$ cat src/hdl/pcp_map.svh
`ifndef PCP_MAP_SVH
`define PCP_MAP_SVH
// register indices on the management frame
`define PCP_REG_CTRL       5'h00
`define PCP_REG_PWR        5'h10
// basic control field positions and reset image
`define PCP_CTRL_RST_BIT   15
`define PCP_CTRL_AN_RSTRT  9
`define PCP_CTRL_PD_BIT    11
`define PCP_CTRL_DEFAULT   16'h3080
// power status and control fields
`define PCP_PWR_DYN_BIT    13
`define PCP_PWR_ST_HI      10
`define PCP_PWR_ST_LO      9
// management frame opcodes and field sizes
`define PCP_OP_READ        2'h2
`define PCP_OP_WRITE       2'h1
`define PCP_HDR_LAST       5'h0B
`define PCP_DATA_LAST      5'h0F
`define PCP_TA_LAST        5'h01
// timing: quiet threshold in ms, core clock in kHz
`define PCP_QUIET_MS       6600
`define PCP_CLK_KHZ        40000
`define PCP_SOFT_RST_CYC   4
`endif

$ cat src/hdl/pcp_pkg.sv
package pcp_pkg;
  // management frame receiver states
  typedef enum logic [1:0] {
    MF_IDLE,
    MF_HDR,
    MF_TA,
    MF_DATA
  } pcp_mf_state_type;
endpackage

$ cat src/hdl/pcp_power_manager.sv
`timescale 1ns/1ps
`default_nettype none
`include "pcp_map.svh"

// Summary of operation
// - dynamic mode enters reduced power when unplugged
// - reduced power shuts link circuits, energy sensing stays
// - management access fully works in reduced power
// - reduced power switches host link to 10 Mbps
// - over 6.6 s quiet clears cable present
// - energy in reduced power sets flag quickly
// - activity judged from line energy only
// - dynamic exit needs request cleared and plugged
// - non-dynamic: reduced power follows host request OR control bit 11 only
// - dynamic enable bit 13, reset disabled
// - status bits 10:9 read one in reduced power
// - control bit 11 ORed with host request
// - registers reached by management frames
// - control bit 15 soft reset, self clearing
module pcp_power_manager
  import pcp_pkg::*;
#(
  parameter logic [4:0]  PHY_ADDR     = 5'h01,
  parameter int unsigned QUIET_CYCLES = `PCP_QUIET_MS * `PCP_CLK_KHZ
) (
  input  wire logic i_clk_sys,
  input  wire logic i_rst,
  input  wire logic i_line_energy,
  input  wire logic i_host_pd_req,
  input  wire logic i_mgmt_clk,
  input  wire logic i_mgmt_data,
  output var  logic o_mgmt_data,
  output var  logic o_mgmt_data_oe,
  output var  logic o_cable_present_flag,
  output var  logic o_reduced_power,
  output var  logic o_link_power_down,
  output var  logic o_host_speed_10
);

  // synchroniser stages for pin inputs
  logic [1:0]  energy_sync_q;   // line energy detector
  logic [1:0]  hreq_sync_q;     // host power-down request
  logic [1:0]  mclk_sync_q;     // management clock
  logic [1:0]  mdat_sync_q;     // management data
  logic        mclk_prev_q;     // edge finder on synced clock
  logic        mclk_rise;       // one-cycle rising edge

  // power state
  logic        present_q;       // cable present flag
  logic [31:0] quiet_cnt_q;     // cycles without line energy
  logic        red_q;           // the single reduced power flop
  logic        pd_cmd;          // effective power-down command

  // registers
  logic [15:0] ctrl_q;          // basic control, bit 15 kept zero
  logic        dyn_en_q;        // dynamic reduced power enable
  logic [2:0]  soft_cnt_q;      // soft reset in progress
  logic        soft_busy;

  // management frame engine
  pcp_mf_state_type mf_state_q;
  logic [4:0]  bit_cnt_q;       // bit position within a field
  logic [10:0] hdr_sh_q;        // header shifter
  logic [11:0] hdr_full;        // header incl. current bit
  logic        is_rd_q;         // read frame for this device
  logic        is_wr_q;         // write frame for this device
  logic [4:0]  reg_idx_q;       // addressed register
  logic [15:0] dsh_q;           // data shifter both ways
  logic        wr_pulse_q;      // commit of a write frame
  logic [4:0]  wr_idx_q;
  logic [15:0] wr_data_q;
  logic        mdo_q;
  logic        mdo_oe_q;
  logic [15:0] rdata;           // read mux

  // two flops on every pin before any logic looks at it
  always_ff @(posedge i_clk_sys) begin
    if (i_rst) begin
      energy_sync_q <= 2'h0;
      hreq_sync_q   <= 2'h0;
      mclk_sync_q   <= 2'h0;
      mdat_sync_q   <= 2'h3;
      mclk_prev_q   <= 1'h0;
    end else begin
      energy_sync_q <= {energy_sync_q[0], i_line_energy};
      hreq_sync_q   <= {hreq_sync_q[0], i_host_pd_req};
      mclk_sync_q   <= {mclk_sync_q[0], i_mgmt_clk};
      mdat_sync_q   <= {mdat_sync_q[0], i_mgmt_data};
      mclk_prev_q   <= mclk_sync_q[1];
    end
  end

  // edge of the link clock, from the second stage only
  assign mclk_rise = mclk_sync_q[1] & ~mclk_prev_q;

  // quiet timer and cable flag
  always_ff @(posedge i_clk_sys) begin
    if (i_rst) begin
      present_q   <= 1'h1;
      quiet_cnt_q <= 32'h0;
    end else if (energy_sync_q[1]) begin
      quiet_cnt_q <= 32'h0;
      present_q   <= 1'h1;
    end else if (quiet_cnt_q >= QUIET_CYCLES) begin
      present_q   <= 1'h0;
    end else begin
      quiet_cnt_q <= quiet_cnt_q + 32'h1;
    end
  end

  assign pd_cmd = hreq_sync_q[1] | ctrl_q[`PCP_CTRL_PD_BIT];

  // power state decision
  always_ff @(posedge i_clk_sys) begin
    if (i_rst) begin
      red_q <= 1'h0;
    end else if (dyn_en_q) begin
      if (!red_q) begin
        red_q <= ~present_q | pd_cmd;
      end else begin
        red_q <= ~(present_q & ~pd_cmd);
      end
    end else begin
      red_q <= pd_cmd;
    end
  end

  assign o_reduced_power      = red_q;
  assign o_link_power_down    = red_q;
  assign o_host_speed_10      = red_q;
  assign o_cable_present_flag = present_q;

  always_ff @(posedge i_clk_sys) begin
    if (i_rst) begin
      soft_cnt_q <= 3'h0;
    end else if (soft_cnt_q != 3'h0) begin
      soft_cnt_q <= soft_cnt_q - 3'h1;
    end else if (wr_pulse_q && wr_idx_q == `PCP_REG_CTRL
                 && wr_data_q[`PCP_CTRL_RST_BIT]) begin
      soft_cnt_q <= 3'(`PCP_SOFT_RST_CYC);
    end
  end

  assign soft_busy = (soft_cnt_q != 3'h0);

  // basic control register; writes during soft reset are lost
  always_ff @(posedge i_clk_sys) begin
    if (i_rst || soft_busy) begin
      ctrl_q <= `PCP_CTRL_DEFAULT;
    end else if (wr_pulse_q && wr_idx_q == `PCP_REG_CTRL) begin
      // reset bit loads defaults at once
      if (wr_data_q[`PCP_CTRL_RST_BIT]) begin
        ctrl_q <= `PCP_CTRL_DEFAULT;
      end else begin
        ctrl_q <= wr_data_q;
      end
    end else begin
      // restart bit is self clearing; nothing to restart here
      ctrl_q[`PCP_CTRL_AN_RSTRT] <= 1'h0;
    end
  end

  always_ff @(posedge i_clk_sys) begin
    if (i_rst || soft_busy) begin
      dyn_en_q <= 1'h0;
    end else if (wr_pulse_q && wr_idx_q == `PCP_REG_PWR) begin
      dyn_en_q <= wr_data_q[`PCP_PWR_DYN_BIT];
    end
  end

  // read mux; unmapped registers read zero
  always_comb begin
    rdata = 16'h0;
    if (reg_idx_q == `PCP_REG_CTRL) begin
      rdata = ctrl_q;
      rdata[`PCP_CTRL_RST_BIT] = soft_busy;
    end else if (reg_idx_q == `PCP_REG_PWR) begin
      rdata[`PCP_PWR_DYN_BIT] = dyn_en_q;
      rdata[`PCP_PWR_ST_HI] = red_q;
      rdata[`PCP_PWR_ST_LO] = red_q;
    end
  end

  assign hdr_full = {hdr_sh_q, mdat_sync_q[1]};

  // frame engine, never gated by power
  always_ff @(posedge i_clk_sys) begin
    if (i_rst) begin
      mf_state_q <= MF_IDLE;
      bit_cnt_q  <= 5'h0;
      // last seen bit starts as idle one, so preamble is no false start
      hdr_sh_q   <= 11'h001;
      is_rd_q    <= 1'h0;
      is_wr_q    <= 1'h0;
      reg_idx_q  <= 5'h0;
      dsh_q      <= 16'h0;
      wr_pulse_q <= 1'h0;
      wr_idx_q   <= 5'h0;
      wr_data_q  <= 16'h0;
      mdo_q      <= 1'h1;
      mdo_oe_q   <= 1'h0;
    end else begin
      wr_pulse_q <= 1'h0;
      if (mclk_rise) begin
        unique case (mf_state_q)
          // preamble ones then start pair; last bit kept in hdr_sh_q[0]
          MF_IDLE: begin
            hdr_sh_q[0] <= mdat_sync_q[1];
            bit_cnt_q   <= 5'h0;
            if (!hdr_sh_q[0] && mdat_sync_q[1]) begin
              mf_state_q <= MF_HDR;
            end
          end
          // opcode, device address, register index
          MF_HDR: begin
            hdr_sh_q  <= hdr_full[10:0];
            bit_cnt_q <= bit_cnt_q + 5'h1;
            if (bit_cnt_q == `PCP_HDR_LAST) begin
              mf_state_q <= MF_TA;
              bit_cnt_q  <= 5'h0;
              reg_idx_q  <= hdr_full[4:0];
              is_rd_q <= (hdr_full[11:10] == `PCP_OP_READ) && (hdr_full[9:5] == PHY_ADDR);
              is_wr_q <= (hdr_full[11:10] == `PCP_OP_WRITE) && (hdr_full[9:5] == PHY_ADDR);
            end
          end
          // turnaround: take the line for a read
          MF_TA: begin
            bit_cnt_q <= bit_cnt_q + 5'h1;
            if (bit_cnt_q == 5'h0 && is_rd_q) begin
              mdo_oe_q <= 1'h1;
              mdo_q    <= 1'h0;
            end
            if (bit_cnt_q == `PCP_TA_LAST) begin
              mf_state_q <= MF_DATA;
              bit_cnt_q  <= 5'h0;
              if (is_rd_q) begin
                mdo_q <= rdata[15];
                dsh_q <= {rdata[14:0], 1'h0};
              end
            end
          end
          // sixteen data bits, msb first
          MF_DATA: begin
            bit_cnt_q <= bit_cnt_q + 5'h1;
            if (is_rd_q) begin
              mdo_q <= dsh_q[15];
              dsh_q <= {dsh_q[14:0], 1'h0};
            end else begin
              dsh_q <= {dsh_q[14:0], mdat_sync_q[1]};
            end
            if (bit_cnt_q == `PCP_DATA_LAST) begin
              mf_state_q  <= MF_IDLE;
              hdr_sh_q[0] <= 1'h1;
              mdo_oe_q    <= 1'h0;
              mdo_q       <= 1'h1;
              wr_pulse_q  <= is_wr_q;
              wr_idx_q    <= reg_idx_q;
              wr_data_q   <= {dsh_q[14:0], mdat_sync_q[1]};
            end
          end
        endcase
      end
    end
  end

  assign o_mgmt_data    = mdo_q;
  assign o_mgmt_data_oe = mdo_oe_q;

  // ---- assertions ----
  a_quiet_unplug:
    assert property (@(posedge i_clk_sys) disable iff (i_rst)
      (quiet_cnt_q >= QUIET_CYCLES && !energy_sync_q[1]) |=> !present_q)
    else $error("cable flag not cleared after quiet interval");

  a_energy_plug:
    assert property (@(posedge i_clk_sys) disable iff (i_rst)
      energy_sync_q[1] |=> (present_q && quiet_cnt_q == 32'h0))
    else $error("energy did not set cable flag");

  a_dyn_enter:
    assert property (@(posedge i_clk_sys) disable iff (i_rst)
      (dyn_en_q && !present_q) |=> red_q)
    else $error("dynamic mode missed reduced power entry");

  a_dyn_hold:
    assert property (@(posedge i_clk_sys) disable iff (i_rst)
      (dyn_en_q && red_q && (pd_cmd || !present_q)) |=> red_q)
    else $error("left reduced power without both conditions");

  a_static_follow:
    assert property (@(posedge i_clk_sys) disable iff (i_rst)
      !dyn_en_q |=> (red_q == $past(pd_cmd)))
    else $error("static mode does not follow request");

  a_status_bits:
    assert property (@(posedge i_clk_sys) disable iff (i_rst)
      (reg_idx_q == `PCP_REG_PWR) |->
        (rdata[`PCP_PWR_ST_HI:`PCP_PWR_ST_LO] == {2{red_q}}))
    else $error("status bits disagree with power state");

  a_soft_reset:
    assert property (@(posedge i_clk_sys) disable iff (i_rst)
      $rose(soft_busy) |-> (ctrl_q == `PCP_CTRL_DEFAULT) [*4] ##1 !soft_busy)
    else $error("soft reset length or defaults wrong");

  a_line_release:
    assert property (@(posedge i_clk_sys) disable iff (i_rst)
      (mf_state_q == MF_IDLE || mf_state_q == MF_HDR) |-> !mdo_oe_q)
    else $error("data line driven outside read phase");

  a_dyn_default:
    assert property (@(posedge i_clk_sys)
      $fell(i_rst) |-> !dyn_en_q)
    else $error("dynamic mode enabled after reset");

endmodule

`default_nettype wire

$ cat config.mk
export PLATFORM = sky130hd
export DESIGN_NAME = pcp_power_manager
export DESIGN_NICKNAME = d
export VERILOG_FILES = /design/src/hdl/pcp_pkg.sv /design/src/hdl/pcp_power_manager.sv
export VERILOG_INCLUDE_DIRS = /design/src /design/src/hdl
export SDC_FILE = /design/constraint.sdc
export NUM_CORES = 1
export LEC_CHECK = 0
export ABC_AREA = 1
export BUFFER_PORTS_ARGS = -buffer_cell sky130_fd_sc_hd__buf_2
export CAP_MARGIN = 40
export CORE_AREA = 4 4 150 109
export CTS_CLUSTER_DIAMETER = 150
export DETAILED_ROUTE_END_ITERATION = 6
export DIE_AREA = 0 0 154 113
export GPL_ROUTABILITY_DRIVEN = 1
export HOLD_SLACK_MARGIN = 0.02
export MAX_ROUTING_LAYER = met4
export PLACE_DENSITY_LB_ADDON = 0.12
export SLEW_MARGIN = 30
export SYNTH_ARGS = -nofsm -noshare
export SYNTH_HDL_FRONTEND = slang
export SYNTH_SLANG_ARGS = --single-unit
$ cat constraint.sdc
create_clock -name i_clk_sys -period 3.5 [get_ports i_clk_sys]
set_input_delay 0.7 -clock i_clk_sys [delete_from_list [all_inputs] [get_ports i_clk_sys]]
set_output_delay 0.7 -clock i_clk_sys [all_outputs]
set_load 0.02 [all_outputs]
### After elaboration in Yosys (flattened, before gate mapping)

Index checks and enable logic that the tools add are counted.

* $mul: 0
* multiplexer cells: 35
* bitwise gates (word level): 12
* shift operators: 0
* reductions and logical operators: 29
* add/subtract/negate cells: 3
* magnitude comparators: 1
* div/mod/pow operators: 0
* equality and inequality tests: 18

Operators with widths (number)
* 32-bit by 1-bit adder with 32-bit output, second input constant: 1
* 32-bit by 28-bit >= comparator with 1-bit output, second input constant: 1
* 16-bit 2-to-1 mux: 2
* 16-bit one-hot mux with 2 select lines: 1
* 5-bit one-hot mux with 4 select lines: 1
* 2-bit 2-to-1 mux: 8
* 5-bit zero test: 3
* 15-bit 2-to-1 mux: 1
* 1-bit 2-to-1 mux: 13
* 2-bit != test, second input constant: 6
* 3-bit AND reduction: 4
* 5-bit by 1-bit == test with 1-bit output, second input constant: 2
* 5-bit by 4-bit == test with 1-bit output, second input constant: 2
* 5-bit == test, second input constant: 2
* 5-bit 2-to-1 mux: 2
* 9-bit 2-to-1 mux: 1
* 1-bit NOT: 8
* 2-bit one-hot mux with 4 select lines: 1
* 4-bit AND reduction: 2
* 1-bit logical AND: 7
* 2-bit == test, second input constant: 3
* 3-bit 2-to-1 mux: 2
* 1-bit one-hot mux with 2 select lines: 3
* 2-bit nonzero test: 3
* 15 further kinds: 19

* bits in read-only memories: 0
* memories: 0
* logic and storage cells: 123
* RAM bits: 0
* bits in latches: 0
* output and inout bits: 6
* flip-flop bits (word level): 127

### Longest topological paths before layout

* word-level depth: 6
* depth in mapped cells: 12
* mapped depth without buffers: 12

### Worst setup path before layout

Ideal clock, no wire load.

* path kind: reg2reg
* start point: register bit_cnt_q[0]
* end point: register mdo_oe_q, in the netlist o_mgmt_data_oe
* path buffers: 0
* slack: 1.837 ns
* data required time: 3.430 ns
* period minus slack after synthesis: 1.663 ns
* arrival time: 1.593 ns
* stages on the path, launching flop included: 12
* setup time: 0.070 ns
* cells stage by stage: dfxtp_1 -> ha_1 -> nand2_1 -> nor2_1 -> ha_1 -> inv_1 -> nand2_1 -> nand2_1 -> or2_2 -> a21oi_1 -> o21ai_0 -> a21oi_1

* word-level cells in the longest chain between the ends: 4

RTL lines
* start, declared: line pcp_power_manager.sv:62 `logic [4:0] bit_cnt_q;`
* start signal, assigned: line pcp_power_manager.sv:217 `bit_cnt_q <= bit_cnt_q + 5'h1;`
* start signal, assigned: line pcp_power_manager.sv:228 `bit_cnt_q <= bit_cnt_q + 5'h1;`
* start signal, assigned: line pcp_power_manager.sv:244 `bit_cnt_q <= bit_cnt_q + 5'h1;`
* 5-bit zero test: line pcp_power_manager.sv:229 `if (bit_cnt_q == 5'h0 && is_rd_q) begin`
* 1-bit logical AND: line pcp_power_manager.sv:229
* 2-bit != test (no line)
* 4-bit AND reduction (no line) (*)
* end signal, assigned: line pcp_power_manager.sv:201 `mdo_oe_q <= 1'h0;`
* end signal, assigned: line pcp_power_manager.sv:230 `mdo_oe_q <= 1'h1;`
* end signal, assigned: line pcp_power_manager.sv:254 `mdo_oe_q <= 1'h0;`
* end, declared: line pcp_power_manager.sv:73 `logic mdo_oe_q;`

Every way passes the cells marked *; elsewhere a longest branch is shown, timed or not.
A chain may end at the register's enable or synchronous reset.

### Worst setup path after layout

* start point: register mf_state_q[0]
* end point: register bit_cnt_q[3]

* word-level cells in the longest chain between the ends: 2

RTL lines
* start, declared: line pcp_power_manager.sv:61 `pcp_mf_state_type mf_state_q;`
* start signal, assigned: line pcp_power_manager.sv:189 `mf_state_q <= MF_IDLE;`
* start signal, assigned: line pcp_power_manager.sv:211 `mf_state_q <= MF_HDR;`
* start signal, assigned: line pcp_power_manager.sv:219 `mf_state_q <= MF_TA;`
* 2-bit == test (tied with other cells): line pcp_power_manager.sv:205 `unique case (mf_state_q)`
* 5-bit one-hot mux with 4 select lines (*): line pcp_power_manager.sv:205

Marks and branches as above.

==> flow_summary.toml <==
[run_status]
status = "complete, no violations"

[floorplan]
num_rows = 38
die_y_um = 113
io_pins = 12
fp.dieW_um = 154
fp.coreArea_um2 = 15100
start_util = 0.389
die_area_um2 = 17400

[sta]
min_period_ns = 2.26
clock_skew_ns = 0.00891
rsz0062_at_grt = "false"
max_slew_margin = 0.494
timing.final.crit_share = 0.645
drv_slew = 0
tightest_slew_ns = 0.756
hold_viol = 0
finalSetupViolCount = 0
max_freq_mhz = 443
tns_ns = 0

[cells_and_area]
syn2layout_area_growth_pct = 14.6
layout-drive-gt1-share = 0.0966
post-route-util = 0.446
fin_nets = 852
final_cell_mix = "nand2_1 (185), nor2_1 (138), dfxtp_1 (127)"
mostFrequentLayoutCell = "nand2_1"
antennaDiodeCount = 0

[clock_tree]
cts_root_buf = "clkbuf_16"
clk_pin_slew_ns = 0.06
cts_tree = "yes"
clk_latency_ns = 0.42
cts.sinks = 127
cts_setup_buffers = 0
cts_resized = 0
hold_buffers = 0
htree_levels = 4
cts_inserted_buffers = 17
clockBufferDepth = 2

[power_and_ir_drop]
p_seq_frac = 0.411
p_comb_frac = 0.018
p_sw_frac = 0.205
finalPower_mw = 3.56
cellLeakagePower_nw = 2.54
vdd_drop_max_uv = 294
power.density_nw_per_um2 = 529
p_int_mw = 2.83
power_frac_clock = 0.571
switching_power_uw = 728

[routing]
antenna_left = 0
drtIter0Drc = 376
via_per_inst = 4.94
vias = 5183
drcViolationCount = 0
wl_per_cell_um = 13.9
first_pass_iters = 5
wirelength_um = 14600

[logic_synthesis]
ys.warnings.count = 0
synth_top_flop_cell = "dfxtp_1"
synth-edff-count = 0
synth_area_leader_cell = "dfxtp_1"
netlist_area_um2 = 5870
synth_top_area_frac = 0.433
ys_async_sr_fraction = 0
ys_types = 35
synthCells = 833
synth-seq-cells = 127
syn_nets = 849
yosys-top-cells-area = "dfxtp_1 (43%), nand2_1 (12%), nor2_1 (8.8%)"
avgSynthCellArea_um2 = 7.04
synth-seq-area-share = 0.433

[worst_setup_path]
slowest_delay_ns = 0.63
critPathBufInv = 2
path_cells = "ha_1 -> inv_1 -> nand3_1 -> nand2_1 -> inv_1 -> o21ai_0 -> nor2_1"
cp-end-kind = "flop"
crit_family = "adder cells"
crit_required_ns = 3.85
worstPathArrival_ns = 2.61
path_max_fanout = 21
crit_type = "flop to flop"
cpMaxStageDelayCell = "ha_1"
cp-start-kind = "flop"
worst_path_most_repeated_cell = "inv_1"

[global_routing]
grt_pass1_wl_um = 24200
antenna_found_initial = 0
grt_usage = 0.178
grt_start_max_net_pins = 48
grt_overflow = 0
grt_pass1_vias = 4673

[placed_design]
dp_hpwl_um = 10200
portBuffers = 11
routabilityCongestion = 0.900

[hold_path]
hold_path_class = "flop to flop"

[flow_run]
max_cap_violations = 0
## flip-flops by register name, indices dropped and copies added (netlist names), 2 cells and up
name / count
quiet_cnt_q: 32
mdat_sync_q: 2
bit_cnt_q: 5
hreq_sync_q: 2
wr_data_q: 16
reg_idx_q: 5
ctrl_q: 15
hdr_sh_q: 11
energy_sync_q: 2
mclk_sync_q: 2
dsh_q: 16
mf_state_q: 2
wr_idx_q: 5
soft_cnt_q: 3
## power groups by stage
stage	logic [mW]	clock network, mW	registers [mW]
3_3_place_gp	0.0625	0	1.49
2_1_floorplan	0.0460	0	1.49
3_5_place_dp	0.0644	0	1.49
5_1_grt	0.0740	2.13	1.46
4_1_cts	0.0646	2.07	1.46
6_report	0.0640	2.03	1.46
## routing by layer
metal / up-vias / routed length [µm] / track usage
li1: 2683 / - / -
met5: - / 0 / -
met2: 121 / 5490 / 0.219
met3: 12 / 653 / 0.0344
met1: 2367 / 8310 / 0.287
met4: 0 / 144 / 0.0459
## final timing paths
check                                       from                to  slack (ns)  cells past startpoint
worst max-delay path               mf_state_q[0]      bit_cnt_q[3]        1.24                      7
worst min-delay path            energy_sync_q[0]  energy_sync_q[1]        0.40                      2
worst max register to register     mf_state_q[0]      bit_cnt_q[3]        1.24                      7
worst min register to register  energy_sync_q[0]  energy_sync_q[1]        0.40                      2
## cell usage after synthesis, types with 3 or more instances
master    instances
dfxtp_1         127
nand2_1         185
nor3_1            6
nand4_1          11
clkbuf_1         23
buf_4             3
a21oi_1          80
nand2_2          10
ha_1             10
nor2_1          138
inv_1            72
o21ai_0          57
xnor2_1           5
or2_2             3
nand3_1          55
buf_2             3
a21oi_2          12
xor2_1           10
## worst reg2reg max path: cells and delay by family, from the launching register on
| kind | cells | cell delay [ns] |
|---|---|---|
| fa+ha+maj | 1 | 0.63 |
| buf+inv | 2 | 0.61 |
| simple gates | 3 | 0.49 |
| flops | 1 | 0.36 |
| compound gates | 1 | 0.12 |
## cell type report
type | count | area (µm²)
inverter | 77 | 292
timing repair buffer | 15 | 85.1
multi-input combinational | 598 | 2880
clock inverter | 13 | 235
sequential | 127 | 2540
fill | 1522 | 8350
clock buffer | 19 | 443
tap | 200 | 250
## stage by stage
step           instance area (µm²)  worst slack, ns  hold WS, ns  std cells
2_1_floorplan                 5870             1.84        0.388        833
3_3_place_gp                  6050             1.32        0.393       1017
3_5_place_dp                  6050             1.29        0.396       1017
4_1_cts                       6730             1.28        0.405       1049
5_1_grt                       6730             1.01        0.437       1049
6_report                      6730             1.24        0.403       1049
## cells by family (layout without fill, tap and decap cells)
kind of cell / count (synthesis) / in the layout / synth area share
AO/OA/AOI/OAI: 156 / 156 / 0.145
buffers and inverters: 108 / 124 / 0.0761
XOR/XNOR: 15 / 15 / 0.0224
flip-flops: 127 / 127 / 0.433
AND/OR/NAND/NOR: 417 / 417 / 0.302
adder cells (fa/ha/maj): 10 / 10 / 0.0213
(Power assumes the default switching activity.)
